## src/rtl/shic_pkg.sv

```systemverilog
package shic_pkg;

	// ========================================================
	// Register port
	localparam int unsigned SHIC_DATA_W = 8;
	localparam int unsigned SHIC_ADDR_W = 4;
	localparam logic [SHIC_ADDR_W-1:0] SHIC_SAVE_CTL_OFF = 4'h0;
	localparam logic [SHIC_ADDR_W-1:0] SHIC_MODE_SEL_OFF = 4'h1;
	localparam logic [SHIC_ADDR_W-1:0] SHIC_STAT_OFF = 4'h2;

	// ========================================================
	// Field layout
	localparam int unsigned SHIC_WDT_MASK_BIT = 6;
	localparam int unsigned SHIC_PIN_MASK_BIT = 5;
	localparam int unsigned SHIC_INT_MASK_BIT = 4;
	localparam int unsigned SHIC_STANDBY_BIT = 1;
	localparam int unsigned SHIC_SEL_HI_BIT = 1;
	localparam int unsigned SHIC_SEL_LO_BIT = 0;
	localparam int unsigned SHIC_STAT_HALT_BIT = 0;
	localparam int unsigned SHIC_STAT_IDLE_BIT = 1;
	localparam int unsigned SHIC_STAT_CPU_BIT = 2;
	localparam int unsigned SHIC_STAT_PERIPH_BIT = 3;

	// ========================================================
	// Reset values and encodings
	localparam logic [SHIC_DATA_W-1:0] SHIC_REG_RST = 8'h00;
	localparam logic [1:0] SHIC_SEL_IDLE1 = 2'h0;
	localparam logic [1:0] SHIC_SEL_RST = 2'h0;
	localparam int unsigned SHIC_EXT_W = 15;
	localparam int unsigned SHIC_PRIO_W = 3;

	// ========================================================
	// Types
	typedef enum logic [1:0] {
		SHIC_NORMAL,
		SHIC_HALT,
		SHIC_IDLE1
	} shic_mode_t;

	typedef struct packed {
		logic watchdog_wake_mask;
		logic pin_nonmaskable_wake_mask;
		logic maskable_wake_mask;
	} shic_masks_t;

	typedef struct packed {
		logic nmi_pin;
		logic watchdog_interrupt;
		logic [SHIC_EXT_W-1:0] external_interrupt_pins;
		logic periph_int_req;
		logic [SHIC_PRIO_W-1:0] int_req_prio;
	} shic_wake_src_t;

	typedef struct packed {
		logic in_service;
		logic [SHIC_PRIO_W-1:0] service_prio;
		logic interrupts_enabled_state;
	} shic_isr_t;

	typedef struct packed {
		logic pin;
		logic watchdog_reset;
		logic power_on_clear;
		logic low_voltage_detector;
		logic clock_monitor;
	} shic_rst_src_t;

	typedef struct packed {
		logic wake;
		logic by_nmi;
		logic ack_maskable;
		logic resume_next;
		logic reset_req;
	} shic_decision_t;

	typedef struct packed {
		logic cpu;
		logic periph;
		logic sub_ext_periph;
		logic general_timer_m;
		logic watch_timer;
		logic main_osc;
		logic pll;
		logic flash;
	} shic_clk_en_t;

endpackage : shic_pkg

```

## src/rtl/shic_wake_eval.sv

```systemverilog
`timescale 1ns/1ps
module shic_wake_eval
	import shic_pkg::*;
(
	input wire shic_mode_t mode,
	input wire shic_masks_t masks,
	input wire shic_wake_src_t src,
	input wire shic_isr_t isr,
	input wire shic_rst_src_t rst_src,
	output shic_decision_t dec
);

	logic standby;
	logic in_halt;
	logic nmi_ok;
	logic mask_req;
	logic mask_ok;
	logic rst_any;
	logic higher;

	always_comb begin
		in_halt = (mode == SHIC_HALT);
		standby = (mode != SHIC_NORMAL);
		rst_any = |rst_src;
		mask_req = (|src.external_interrupt_pins) | src.periph_int_req;
		// Halt ignores the wake masks; idle-1 honours them
		if (in_halt) begin
			nmi_ok = src.nmi_pin | src.watchdog_interrupt;
			mask_ok = mask_req;
		end else begin
			nmi_ok = (src.nmi_pin & ~masks.pin_nonmaskable_wake_mask)
				| (src.watchdog_interrupt & ~masks.watchdog_wake_mask);
			mask_ok = mask_req & ~masks.maskable_wake_mask;
		end
		// Smaller code means higher priority
		higher = ~isr.in_service | (src.int_req_prio < isr.service_prio);
		dec.wake = standby & (nmi_ok | mask_ok | rst_any);
		dec.by_nmi = standby & ~rst_any & nmi_ok;
		dec.ack_maskable = standby & ~rst_any & ~nmi_ok & mask_ok
			& isr.interrupts_enabled_state & higher;
		dec.resume_next = standby & ~rst_any & ~nmi_ok & mask_ok & ~dec.ack_maskable;
		dec.reset_req = rst_any;
	end

endmodule : shic_wake_eval

```

## src/rtl/shic_top.sv

```systemverilog
`timescale 1ns/1ps
module shic_top
	import shic_pkg::*;
(
	input wire sys_clk,
	input wire reset,
	input wire [SHIC_ADDR_W-1:0] reg_addr,
	input wire [SHIC_DATA_W-1:0] reg_wdata,
	input wire reg_wr,
	input wire reg_rd,
	output logic [SHIC_DATA_W-1:0] reg_rdata,
	input wire halt_instr,
	input wire shic_wake_src_t wake_src,
	input wire shic_isr_t isr,
	input wire shic_rst_src_t rst_src,
	input wire subclock_fitted,
	input wire tmr_m_sel_subclock,
	input wire watch_sel_baud_divider,
	output shic_clk_en_t clk_en,
	output logic port_hold,
	output logic data_retain,
	output logic ack_nmi,
	output logic ack_maskable,
	output logic resume_next,
	output logic sys_reset_req,
	output logic in_halt,
	output logic in_idle1
);

	// ========================================================
	// State
	typedef struct packed {
		shic_mode_t mode;
		shic_masks_t masks;
		logic standby_request_bit;
		logic [1:0] power_mode_sel;
		logic [SHIC_DATA_W-1:0] rdata;
		shic_clk_en_t clk_en;
		logic port_hold;
		logic data_retain;
		logic ack_nmi;
		logic ack_maskable;
		logic resume_next;
		logic sys_reset_req;
		logic in_halt;
		logic in_idle1;
	} shic_state_t;

	shic_state_t state_r;
	shic_state_t state_nxt;
	shic_decision_t dec;
	logic save_ctl_wr;
	logic idle_entry;

	// ========================================================
	// Functions
	function automatic shic_clk_en_t shic_clk_for(input shic_mode_t m, input logic sub_fit,
		input logic tm_sub, input logic wt_baud);
		shic_clk_en_t c;
		c.main_osc = 1'b1;
		c.pll = 1'b1;
		c.flash = 1'b1;
		c.sub_ext_periph = 1'b1;
		case (m)
			SHIC_HALT: begin
				c.cpu = 1'b0;
				c.periph = 1'b1;
				c.general_timer_m = sub_fit | ~tm_sub;
				c.watch_timer = sub_fit | wt_baud;
			end
			SHIC_IDLE1: begin
				c.cpu = 1'b0;
				c.periph = 1'b0;
				c.general_timer_m = sub_fit & tm_sub;
				c.watch_timer = sub_fit | wt_baud;
			end
			default: begin
				c.cpu = 1'b1;
				c.periph = 1'b1;
				c.general_timer_m = 1'b1;
				c.watch_timer = 1'b1;
			end
		endcase
		return c;
	endfunction : shic_clk_for

	function automatic logic [SHIC_DATA_W-1:0] shic_read(input shic_state_t s, input logic [SHIC_ADDR_W-1:0] a);
		logic [SHIC_DATA_W-1:0] v;
		v = SHIC_REG_RST;
		case (a)
			SHIC_SAVE_CTL_OFF: begin
				v[SHIC_WDT_MASK_BIT] = s.masks.watchdog_wake_mask;
				v[SHIC_PIN_MASK_BIT] = s.masks.pin_nonmaskable_wake_mask;
				v[SHIC_INT_MASK_BIT] = s.masks.maskable_wake_mask;
				v[SHIC_STANDBY_BIT] = s.standby_request_bit;
			end
			SHIC_MODE_SEL_OFF: begin
				v[SHIC_SEL_HI_BIT] = s.power_mode_sel[1];
				v[SHIC_SEL_LO_BIT] = s.power_mode_sel[0];
			end
			SHIC_STAT_OFF: begin
				v[SHIC_STAT_HALT_BIT] = s.in_halt;
				v[SHIC_STAT_IDLE_BIT] = s.in_idle1;
				v[SHIC_STAT_CPU_BIT] = s.clk_en.cpu;
				v[SHIC_STAT_PERIPH_BIT] = s.clk_en.periph;
			end
			default: v = SHIC_REG_RST;
		endcase
		return v;
	endfunction : shic_read

	// ========================================================
	// Wake evaluation
	shic_wake_eval u_wake_eval (
		.mode(state_r.mode),
		.masks(state_r.masks),
		.src(wake_src),
		.isr(isr),
		.rst_src(rst_src),
		.dec(dec)
	);

	// ========================================================
	// Next state
	always_comb begin
		state_nxt = state_r;
		save_ctl_wr = reg_wr & (reg_addr == SHIC_SAVE_CTL_OFF);
		idle_entry = (state_r.mode == SHIC_NORMAL) & state_r.standby_request_bit
			& (state_r.power_mode_sel == SHIC_SEL_IDLE1);
		state_nxt.ack_nmi = 1'b0;
		state_nxt.ack_maskable = 1'b0;
		state_nxt.resume_next = 1'b0;
		state_nxt.sys_reset_req = dec.reset_req;
		state_nxt.rdata = reg_rd ? shic_read(state_r, reg_addr) : SHIC_REG_RST;
		if (reg_wr & (reg_addr == SHIC_MODE_SEL_OFF)) begin
			state_nxt.power_mode_sel = {reg_wdata[SHIC_SEL_HI_BIT], reg_wdata[SHIC_SEL_LO_BIT]};
		end
		case (state_r.mode)
			SHIC_NORMAL: begin
				if (idle_entry) begin
					state_nxt.mode = SHIC_IDLE1;
				end else if (state_r.standby_request_bit) begin
					// Other standby modes are not served here
					state_nxt.standby_request_bit = 1'b0;
				end else if (halt_instr) begin
					state_nxt.mode = SHIC_HALT;
				end
			end
			SHIC_HALT, SHIC_IDLE1: begin
				if (dec.wake) begin
					state_nxt.mode = SHIC_NORMAL;
					state_nxt.standby_request_bit = 1'b0;
					state_nxt.ack_nmi = dec.by_nmi;
					state_nxt.ack_maskable = dec.ack_maskable;
					state_nxt.resume_next = dec.resume_next;
				end
			end
			default: state_nxt.mode = SHIC_NORMAL;
		endcase
		// Software write wins over the automatic clear
		if (save_ctl_wr) begin
			state_nxt.standby_request_bit = reg_wdata[SHIC_STANDBY_BIT];
			// Masks written together with the standby request are ignored
			if (!reg_wdata[SHIC_STANDBY_BIT]) begin
				state_nxt.masks.watchdog_wake_mask = reg_wdata[SHIC_WDT_MASK_BIT];
				state_nxt.masks.pin_nonmaskable_wake_mask = reg_wdata[SHIC_PIN_MASK_BIT];
				state_nxt.masks.maskable_wake_mask = reg_wdata[SHIC_INT_MASK_BIT];
			end
		end
		state_nxt.clk_en = shic_clk_for(state_nxt.mode, subclock_fitted, tmr_m_sel_subclock,
			watch_sel_baud_divider);
		state_nxt.port_hold = (state_nxt.mode != SHIC_NORMAL);
		state_nxt.data_retain = (state_nxt.mode != SHIC_NORMAL);
		state_nxt.in_halt = (state_nxt.mode == SHIC_HALT);
		state_nxt.in_idle1 = (state_nxt.mode == SHIC_IDLE1);
	end

	// ========================================================
	// Registers
	always_ff @(posedge sys_clk) begin
		if (reset) begin
			state_r <= '0;
			state_r.mode <= SHIC_NORMAL;
			state_r.power_mode_sel <= SHIC_SEL_RST;
			state_r.rdata <= SHIC_REG_RST;
			state_r.clk_en <= '1;
		end else begin
			state_r <= state_nxt;
		end
	end

	assign reg_rdata = state_r.rdata;
	assign clk_en = state_r.clk_en;
	assign port_hold = state_r.port_hold;
	assign data_retain = state_r.data_retain;
	assign ack_nmi = state_r.ack_nmi;
	assign ack_maskable = state_r.ack_maskable;
	assign resume_next = state_r.resume_next;
	assign sys_reset_req = state_r.sys_reset_req;
	assign in_halt = state_r.in_halt;
	assign in_idle1 = state_r.in_idle1;

	logic mask_req_c;
	logic rst_any_c;
	assign mask_req_c = (|wake_src.external_interrupt_pins) | wake_src.periph_int_req;
	assign rst_any_c = |rst_src;
endmodule : shic_top

```

## config.mk

```make
export PLATFORM = sky130hd
export DESIGN_NAME = shic_top
export DESIGN_NICKNAME = d
export VERILOG_FILES = /design/src/rtl/shic_pkg.sv /design/src/rtl/shic_wake_eval.sv /design/src/rtl/shic_top.sv
export SDC_FILE = /design/constraint.sdc
export NUM_CORES = 1
export LEC_CHECK = 0
export BUFFER_PORTS_ARGS = -buffer_cell sky130_fd_sc_hd__buf_4
export CORE_MARGIN = 3
export CORE_UTILIZATION = 48
export CTS_CLUSTER_DIAMETER = 150
export DETAILED_ROUTE_END_ITERATION = 10
export GPL_TIMING_DRIVEN = 0
export MAX_ROUTING_LAYER = met4
export PLACE_DENSITY = 0.83
export SETUP_SLACK_MARGIN = 0.1
export SYNTH_ARGS = -nofsm -noshare
export SYNTH_HDL_FRONTEND = slang
export SYNTH_SLANG_ARGS = --single-unit
```

## constraint.sdc

```tcl
create_clock -name sys_clk -period 6.4 [get_ports sys_clk]
set_input_delay 0.32 -clock sys_clk [delete_from_list [all_inputs] [get_ports sys_clk]]
set_output_delay 0.32 -clock sys_clk [all_outputs]
set_load 0.02 [all_outputs]
```

==> results of run 1 <==
layer usage:
metal  global-route usage, %  wire [um]  up-vias
li1                        -          -      660
met1                    21.6       1240      585
met2                    33.0       1700       40
met3                    3.19        214        6
met4                    8.86         76        0
met5                       -          0        -
state kept, by name (all words and copies together), names as in the netlist:
register / flops
state_r: 8
resume_next: 1
in_halt: 1
data_retain: 1
clk_en: 4
ack_maskable: 1
sys_reset_req: 1
ack_nmi: 1
in_idle1: 1
reg_rdata: 7
cells in the mapped netlist:
| library cell | number |
|---|---|
| o21ba_2 | 1 |
| nand4b_1 | 2 |
| ha_1 | 9 |
| nor3b_1 | 1 |
| or4_4 | 1 |
| a22oi_4 | 1 |
| or4b_2 | 1 |
| nand2b_1 | 7 |
| o32ai_1 | 1 |
| o41ai_1 | 1 |
| nand3_1 | 2 |
| dfxtp_1 | 26 |
| nor3_1 | 3 |
| nand3b_1 | 2 |
| clkbuf_1 | 1 |
| and2_1 | 5 |
| inv_1 | 7 |
| a211oi_1 | 1 |
| nor2_8 | 1 |
| a41oi_1 | 1 |
| o21bai_1 | 1 |
| conb_1 | 2 |
| nor2_1 | 13 |
| buf_4 | 17 |
| mux2i_1 | 4 |
| a21oi_1 | 5 |
| nand2_1 | 9 |
| a21o_1 | 1 |
| nand4_1 | 1 |
| o21ai_0 | 2 |
| nor4_1 | 4 |
| a32oi_1 | 1 |
| or3b_2 | 1 |
| o22ai_1 | 3 |
| nor2b_1 | 11 |
| o32ai_2 | 1 |
| a22oi_1 | 2 |
| o41a_1 | 1 |
| nand2_4 | 1 |
| o32a_2 | 1 |
worst max-delay path, cell delays in order (launching register included):
cell and delay, ns:
dfxtp_1 0.46, inv_1 0.09, ha_1 0.40, nand2b_1 0.14, a22oi_1 0.11, or3b_2 0.49, o41a_1 0.15, ha_1 0.28
nor2b_1 0.21, o21ai_0 0.12
cell families after synthesis:
| kind of cell | Yosys count | share of synthesized area [%] |
|---|---|---|
| simple gates | 65 | 27.1 |
| flops | 26 | 36.7 |
| buf+inv | 25 | 11.1 |
| compound gates | 24 | 13.8 |
| fa+ha+maj | 9 | 7.94 |
| mux | 4 | 2.82 |
| other cells | 2 | 0.529 |
worst max-delay path by stage:
stage | startpoint | slack (ns) | cells after the start | endpoint
after global placement | state_r[31] | 3.98 | 9 | clk_en[4]
after global routing | state_r[31] | 3.63 | 9 | clk_en[4]
after CTS | state_r[31] | 3.87 | 9 | clk_en[4]
final | state_r[30] | 3.84 | 9 | clk_en[4]
after floorplan | state_r[30] | 4.15 | 9 | clk_en[4]
after detailed placement | state_r[31] | 3.89 | 9 | clk_en[4]
through the flow:
step | cells | setup slack [ns] | util, %
floorplan | 158 | 4.15 | -
global placement | 255 | 3.98 | 70.6
detailed placement | 255 | 3.89 | 70.6
CTS | 259 | 3.87 | 72.5
global route | 259 | 3.63 | 72.5
finish | 259 | 3.84 | 72.5
where the power goes:
group	total, uW	internal (uW)	leakage [uW]	switching (uW)
clock network	112	63.3	0.0000279	48.8
logic	81.7	45.1	0.000731	36.6
registers	171	167	0.000212	3.32
layout make-up:
cell class                 count  area (um^2)
clock inverter                 1         30.0
tap                           31         38.8
sequential                    26          520
fill                         211          764
buffer                        18          131
inverter                       7         26.3
clock buffer                   3         22.5
timing repair buffer          66          495
multi-input combinational    107          752
==> run metrics, run 1 <==
Total GRT Usage 19.2%; #FFs+latches synth 26; Worst R2R Path Depth 9; grt ovf 0; Reg2Reg Setup Slack 3.84 ns; Pwr Density 181 nW/um^2; critical path required time 6.61 ns; Post-Route WL 3240 um; Max Slew Vio Count 0; Die X 60.4 um; Setup Crit Path Kind reg2reg; Max-cap violations 0; worst r2r dst clk_en[4]; Area contributors post-synth dfxtp_1, buf_4, ha_1, nor2b_1, nor2_1; worst hold slack 0.204 ns; commonest cells after routing, fill and taps aside buf_4, dfxtp_1, nor2_1; Worst Tran Pin Value 0.648 ns; final setup skew 0.00319 ns; FP Rows 19; H-tree levels 1; antenna viol nets, final 0; Post-Syn Area 1420 um^2; WL/cell 12.5 um; Max Fclk 0.390 GHz; clk sinks 26; Syn. warnings 0; DR vias 1291; Worst VDD drop 138 uV; fin crit share 40.0%; Leak 0.000970 uW; vias in the first global route 1219; Post-Synthesis Cells 155; Max FO, Critical Path 7; commonest non-fill, non-tap cell in the layout buf_4; # diodes 0; post-synth cell types 40; TritonCTS Buffers 3; Tightest Hold Check Type in2reg; clk root buf clkbuf_4; TritonRoute pass-1 iters 4; Synth Area per Inst 9.15 um^2; sequential-to-total area share from yosys stat 36.7%; post-CTS resize count 0; Port Buffer Count 66; final instance area 2020 um^2; DR vias/cell 4.98; pin count of the biggest net entering global routing 16; layout cells sized above 1 42.1%; Final Hold Violating Endpoints 0; clock latency on the worst-skew pair 0.32 ns; CTS clk-pin slew, worst paths 0.14 ns; Total Negative Setup Slacks 0 ns; first-pass GRT wire length 5120 um; area post-placement 1960 um^2; Die H 60.4 um; core footprint 2780 um^2; hpwl dp 2720 um; largest area contributor in the netlist dfxtp_1; worst-case clock buffer depth 2; # setup viols final 0; # hold bufs at CTS 0; Area Overhead vs Synth 42.2%; status completed; I/O Pins 75; post-synth top area share 36.7%; Reg-to-Reg Start state_r[30]; WHS Path Cells 2; critical path data arrival time 2.78 ns; clock period minus worst slack 2.56 ns; DRC viols 0; WHS Endpoint in_idle1; CP Capture Type flip-flop; CTS tree built; Slew headroom 56.3%; DRT iter0 DRCs 37; total power 365 uW; HP Start reset; Starting Density 51.0%; Die Area 3640 um^2; GP Congestion 0.862; initial antenna violation count 0; CP startpoint kind flip-flop; setup repair bufs after CTS 0; Post-layout nets 289; RSZ-0062 raised after global routing false
Note: power is estimated with default switching activity, not from simulation.
==> run 2: changes to the inputs <==
ABC_AREA = 1   (was unset)
CORE_UTILIZATION = 43   (was 48)
PLACE_DENSITY = 0.76   (was 0.83)
clock period = 2.5 ns   (was 6.4 ns; I/O delays follow)
==> run 2 against run 1 <==
Effect of this change: routed wire length is 16% lower; via count shrank 0.31%; critical path type unchanged; design area fell by 4.8%; critical endpoint unchanged; sequential share of layout area up 1.4 points; register-to-register slack got worse by 3.4 ns; worst hold slack lost 0.19 ns; final cell count rose by 13%.
==> run metrics, run 2 <==
Commonest cells post-synth nand2_1, nor2_1, inv_1; largest area contributor in the netlist dfxtp_1; most common cell in the netlist nand2_1; DRT iter0 DRCs 41 (+11%); initial antenna violation count 0 (unchanged); Die X 61.8 um (+2.3%); Combinational Power Share 24.0% (+1.6 points); sequential-to-total area share from yosys stat 38.9% (+2.2 points); antenna viol nets, final 0 (unchanged); WL/cell 9.29 um (-26%); fill count 269 (+27%); Syn. warnings 0 (unchanged); Worst VDD drop 235 uV (+71%); commonest cells after routing, fill and taps aside buf_4, nand2_1, nor2_1; # diodes 0 (unchanged); clk sinks 26 (unchanged); clock period minus worst slack 2.07 ns (-0.495 ns); clock network power share 24.2% (-6.5 points); Max Fclk 0.484 GHz (+24%); commonest non-fill, non-tap cell in the layout buf_4; Leak 0.00103 uW (+6.1%); TritonCTS Buffers 3 (unchanged); register bank with the most flops state_r; core footprint 2850 um^2 (+2.6%); Starting Density 46.9% (-4.1 points); DR vias 1287 (-0.31%); vias in the first global route 1093 (-10%); first-pass GRT wire length 4400 um (-14%); # setup viols final 0 (unchanged); critical path required time 2.76 ns (-3.85 ns); pin count of the biggest net entering global routing 15 (-1); Max-cap violations 0 (unchanged); # hold bufs at CTS 0 (unchanged); TritonRoute pass-1 iters 4 (unchanged); I/O Pins 75 (unchanged); area post-placement 1880 um^2 (-4.1%); #FFs+latches synth 26 (unchanged); Tightest Hold Check Type in2reg; final instance area 1920 um^2 (-4.8%); worst-path cell chain inv_1, ha_1, or2_2, nand2_1, nand2_1, nand2_2, nand3_1, nand2_1, nand2_2, inv_1, ha_1, inv_1, o21ai_0, o21ai_0, nand3_1; Port Buffer Count 66 (unchanged); grt ovf 0 (unchanged); DR vias/cell 4.41 (-12%); hpwl dp 2340 um (-14%); Post-Route WL 2710 um (-16%); Seq pwr share 51.8% (+5.0 points); critical path data arrival time 2.33 ns (-0.45 ns); worst-case clock buffer depth 2 (unchanged); Reg-to-Reg Start state_r[31]; Post-Syn Area 1340 um^2 (-5.7%); Switch Pwr 216 uW (+140%); Crit-path slowest cell dfxtp_2; max incr delay on CP 0.38 ns (-0.11 ns); CP startpoint kind flip-flop; WHS Endpoint data_retain; worst r2r dst clk_en[4]; post-synth top area share 38.9% (+2.2 points); Final Hold Violating Endpoints 0 (unchanged); GP Congestion 0.809 (-6.2%); RSZ-0062 raised after global routing false; status completed; WHS Path Cells 2 (unchanged); fin crit share 82.7% (+43 points); Total Negative Setup Slacks 0 ns (unchanged); CTS clk-pin slew, worst paths 0.14 ns (about the same); FP Rows 19 (unchanged); CTS tree built; Reg2Reg Setup Slack 0.43 ns (-3.40 ns); layout cells sized above 1 35.6% (-6.5 points); clock latency on the worst-skew pair 0.31 ns (about the same); Main synth FF type dfxtp_1; post-synth cell types 20 (-50%); P_int 627 uW (+130%); CP Capture Type flip-flop; Async SR Flop Fraction 0% (unchanged); H-tree levels 1 (unchanged); Max Slew Vio Count 0 (unchanged); Pwr Density 439 nW/um^2 (+140%); Post-synth EDFFs 0 (unchanged); switch share 25.6% (+1.3 points); Die Area 3820 um^2 (+4.7%); final setup skew 0.00628 ns (+0.00309 ns); HP Start reset; Setup Crit Path Kind reg2reg; Area contributors post-synth dfxtp_1, nand2_1, buf_4, ha_1, nor2_1; Area Overhead vs Synth 43.6%; Post-Synthesis Cells 188 (+21%); number of flip-flops in the largest register 8 (unchanged); Die H 61.8 um (+2.3%); Worst R2R Path Depth 15 (+6); Max FO, Critical Path 5 (-2); Synth Area per Inst 7.11 um^2 (-22%); DRC viols 0 (unchanged); Total GRT Usage 15.5% (-3.7 points); clk root buf clkbuf_4; Post-layout nets 322 (+11%)
-- run 2: layer usage --
metal	track usage (%)	part of all wire [%]	routed length, um	vias up
met5	-	0	0	-
met4	3.64	0.77	21	0
met3	1.24	3.8	104	2
met2	26.8	53	1440	28
met1	19.7	42	1150	553
li1	-	-	-	704
-- run 2: timing repair --
action	4_1_cts	5_1_grt
setup buffers	0	0
setup endpoints to repair	0	2
gates resized for setup	0	3
-- run 2: power groups by stage --
stage	registers, uW	clock network [uW]	logic (uW)
floorplan	451	0	105
global placement	446	0	200
detailed placement	446	0	203
CTS	437	207	203
global route	439	224	228
finish	437	204	202
-- run 2: kinds of logic (layout without fill, tap and decap cells) --
family	count (synthesis)	in the layout	synth area share [%]
flip-flops	26	26	38.9
adder cells (fa/ha/maj)	9	9	8.42
AO/OA/AOI/OAI	20	20	7.95
AND/OR/NAND/NOR	85	85	26.5
buffers and inverters	46	116	17.7
other	2	5	0.561
-- run 2: area by class of cell --
| cell class | count | area (um^2) | area share [%] |
|---|---|---|---|
| tap | 31 | 38.8 | 2.02 |
| buffer | 18 | 131 | 6.84 |
| multi-input combinational | 119 | 592 | 30.8 |
| timing repair buffer | 66 | 495 | 25.8 |
| inverter | 28 | 105 | 5.47 |
| clock buffer | 4 | 36.3 | 1.89 |
| sequential | 26 | 522 | 27.2 |
-- run 2: worst max path at each step --
stage / from / to / slack (ns) / depth (start not counted)
after floorplan: state_r[31] / clk_en[4] / 0.63 / 15
after global placement: state_r[31] / clk_en[4] / 0.47 / 15
after detailed placement: state_r[31] / clk_en[4] / 0.42 / 16
after CTS: state_r[31] / clk_en[4] / 0.33 / 16
after global routing: state_r[31] / clk_en[4] / 0.10 / 16
final: state_r[31] / clk_en[4] / 0.43 / 15
-- run 2: worst max-delay path: cells and delay by family, from the launching register on --
family,cells,cell delay [ns]
simple gates,8,0.82
buf+inv,3,0.19
flops,1,0.38
fa+ha+maj,2,0.38
compound gates,2,0.24
-- run 2: through the flow --
step                std cells  hold slack, ns  total power (uW)  utilization [%]  worst slack (ns)
floorplan                 191           0.192               556                -             0.632
global placement          288           0.352               646             66.0             0.469
detailed placement        288           0.352               649             66.0             0.419
CTS                       292         0.00993               847             67.3             0.329
global route              292         0.00189               891             67.3             0.102
finish                    292          0.0125               842             67.3             0.433
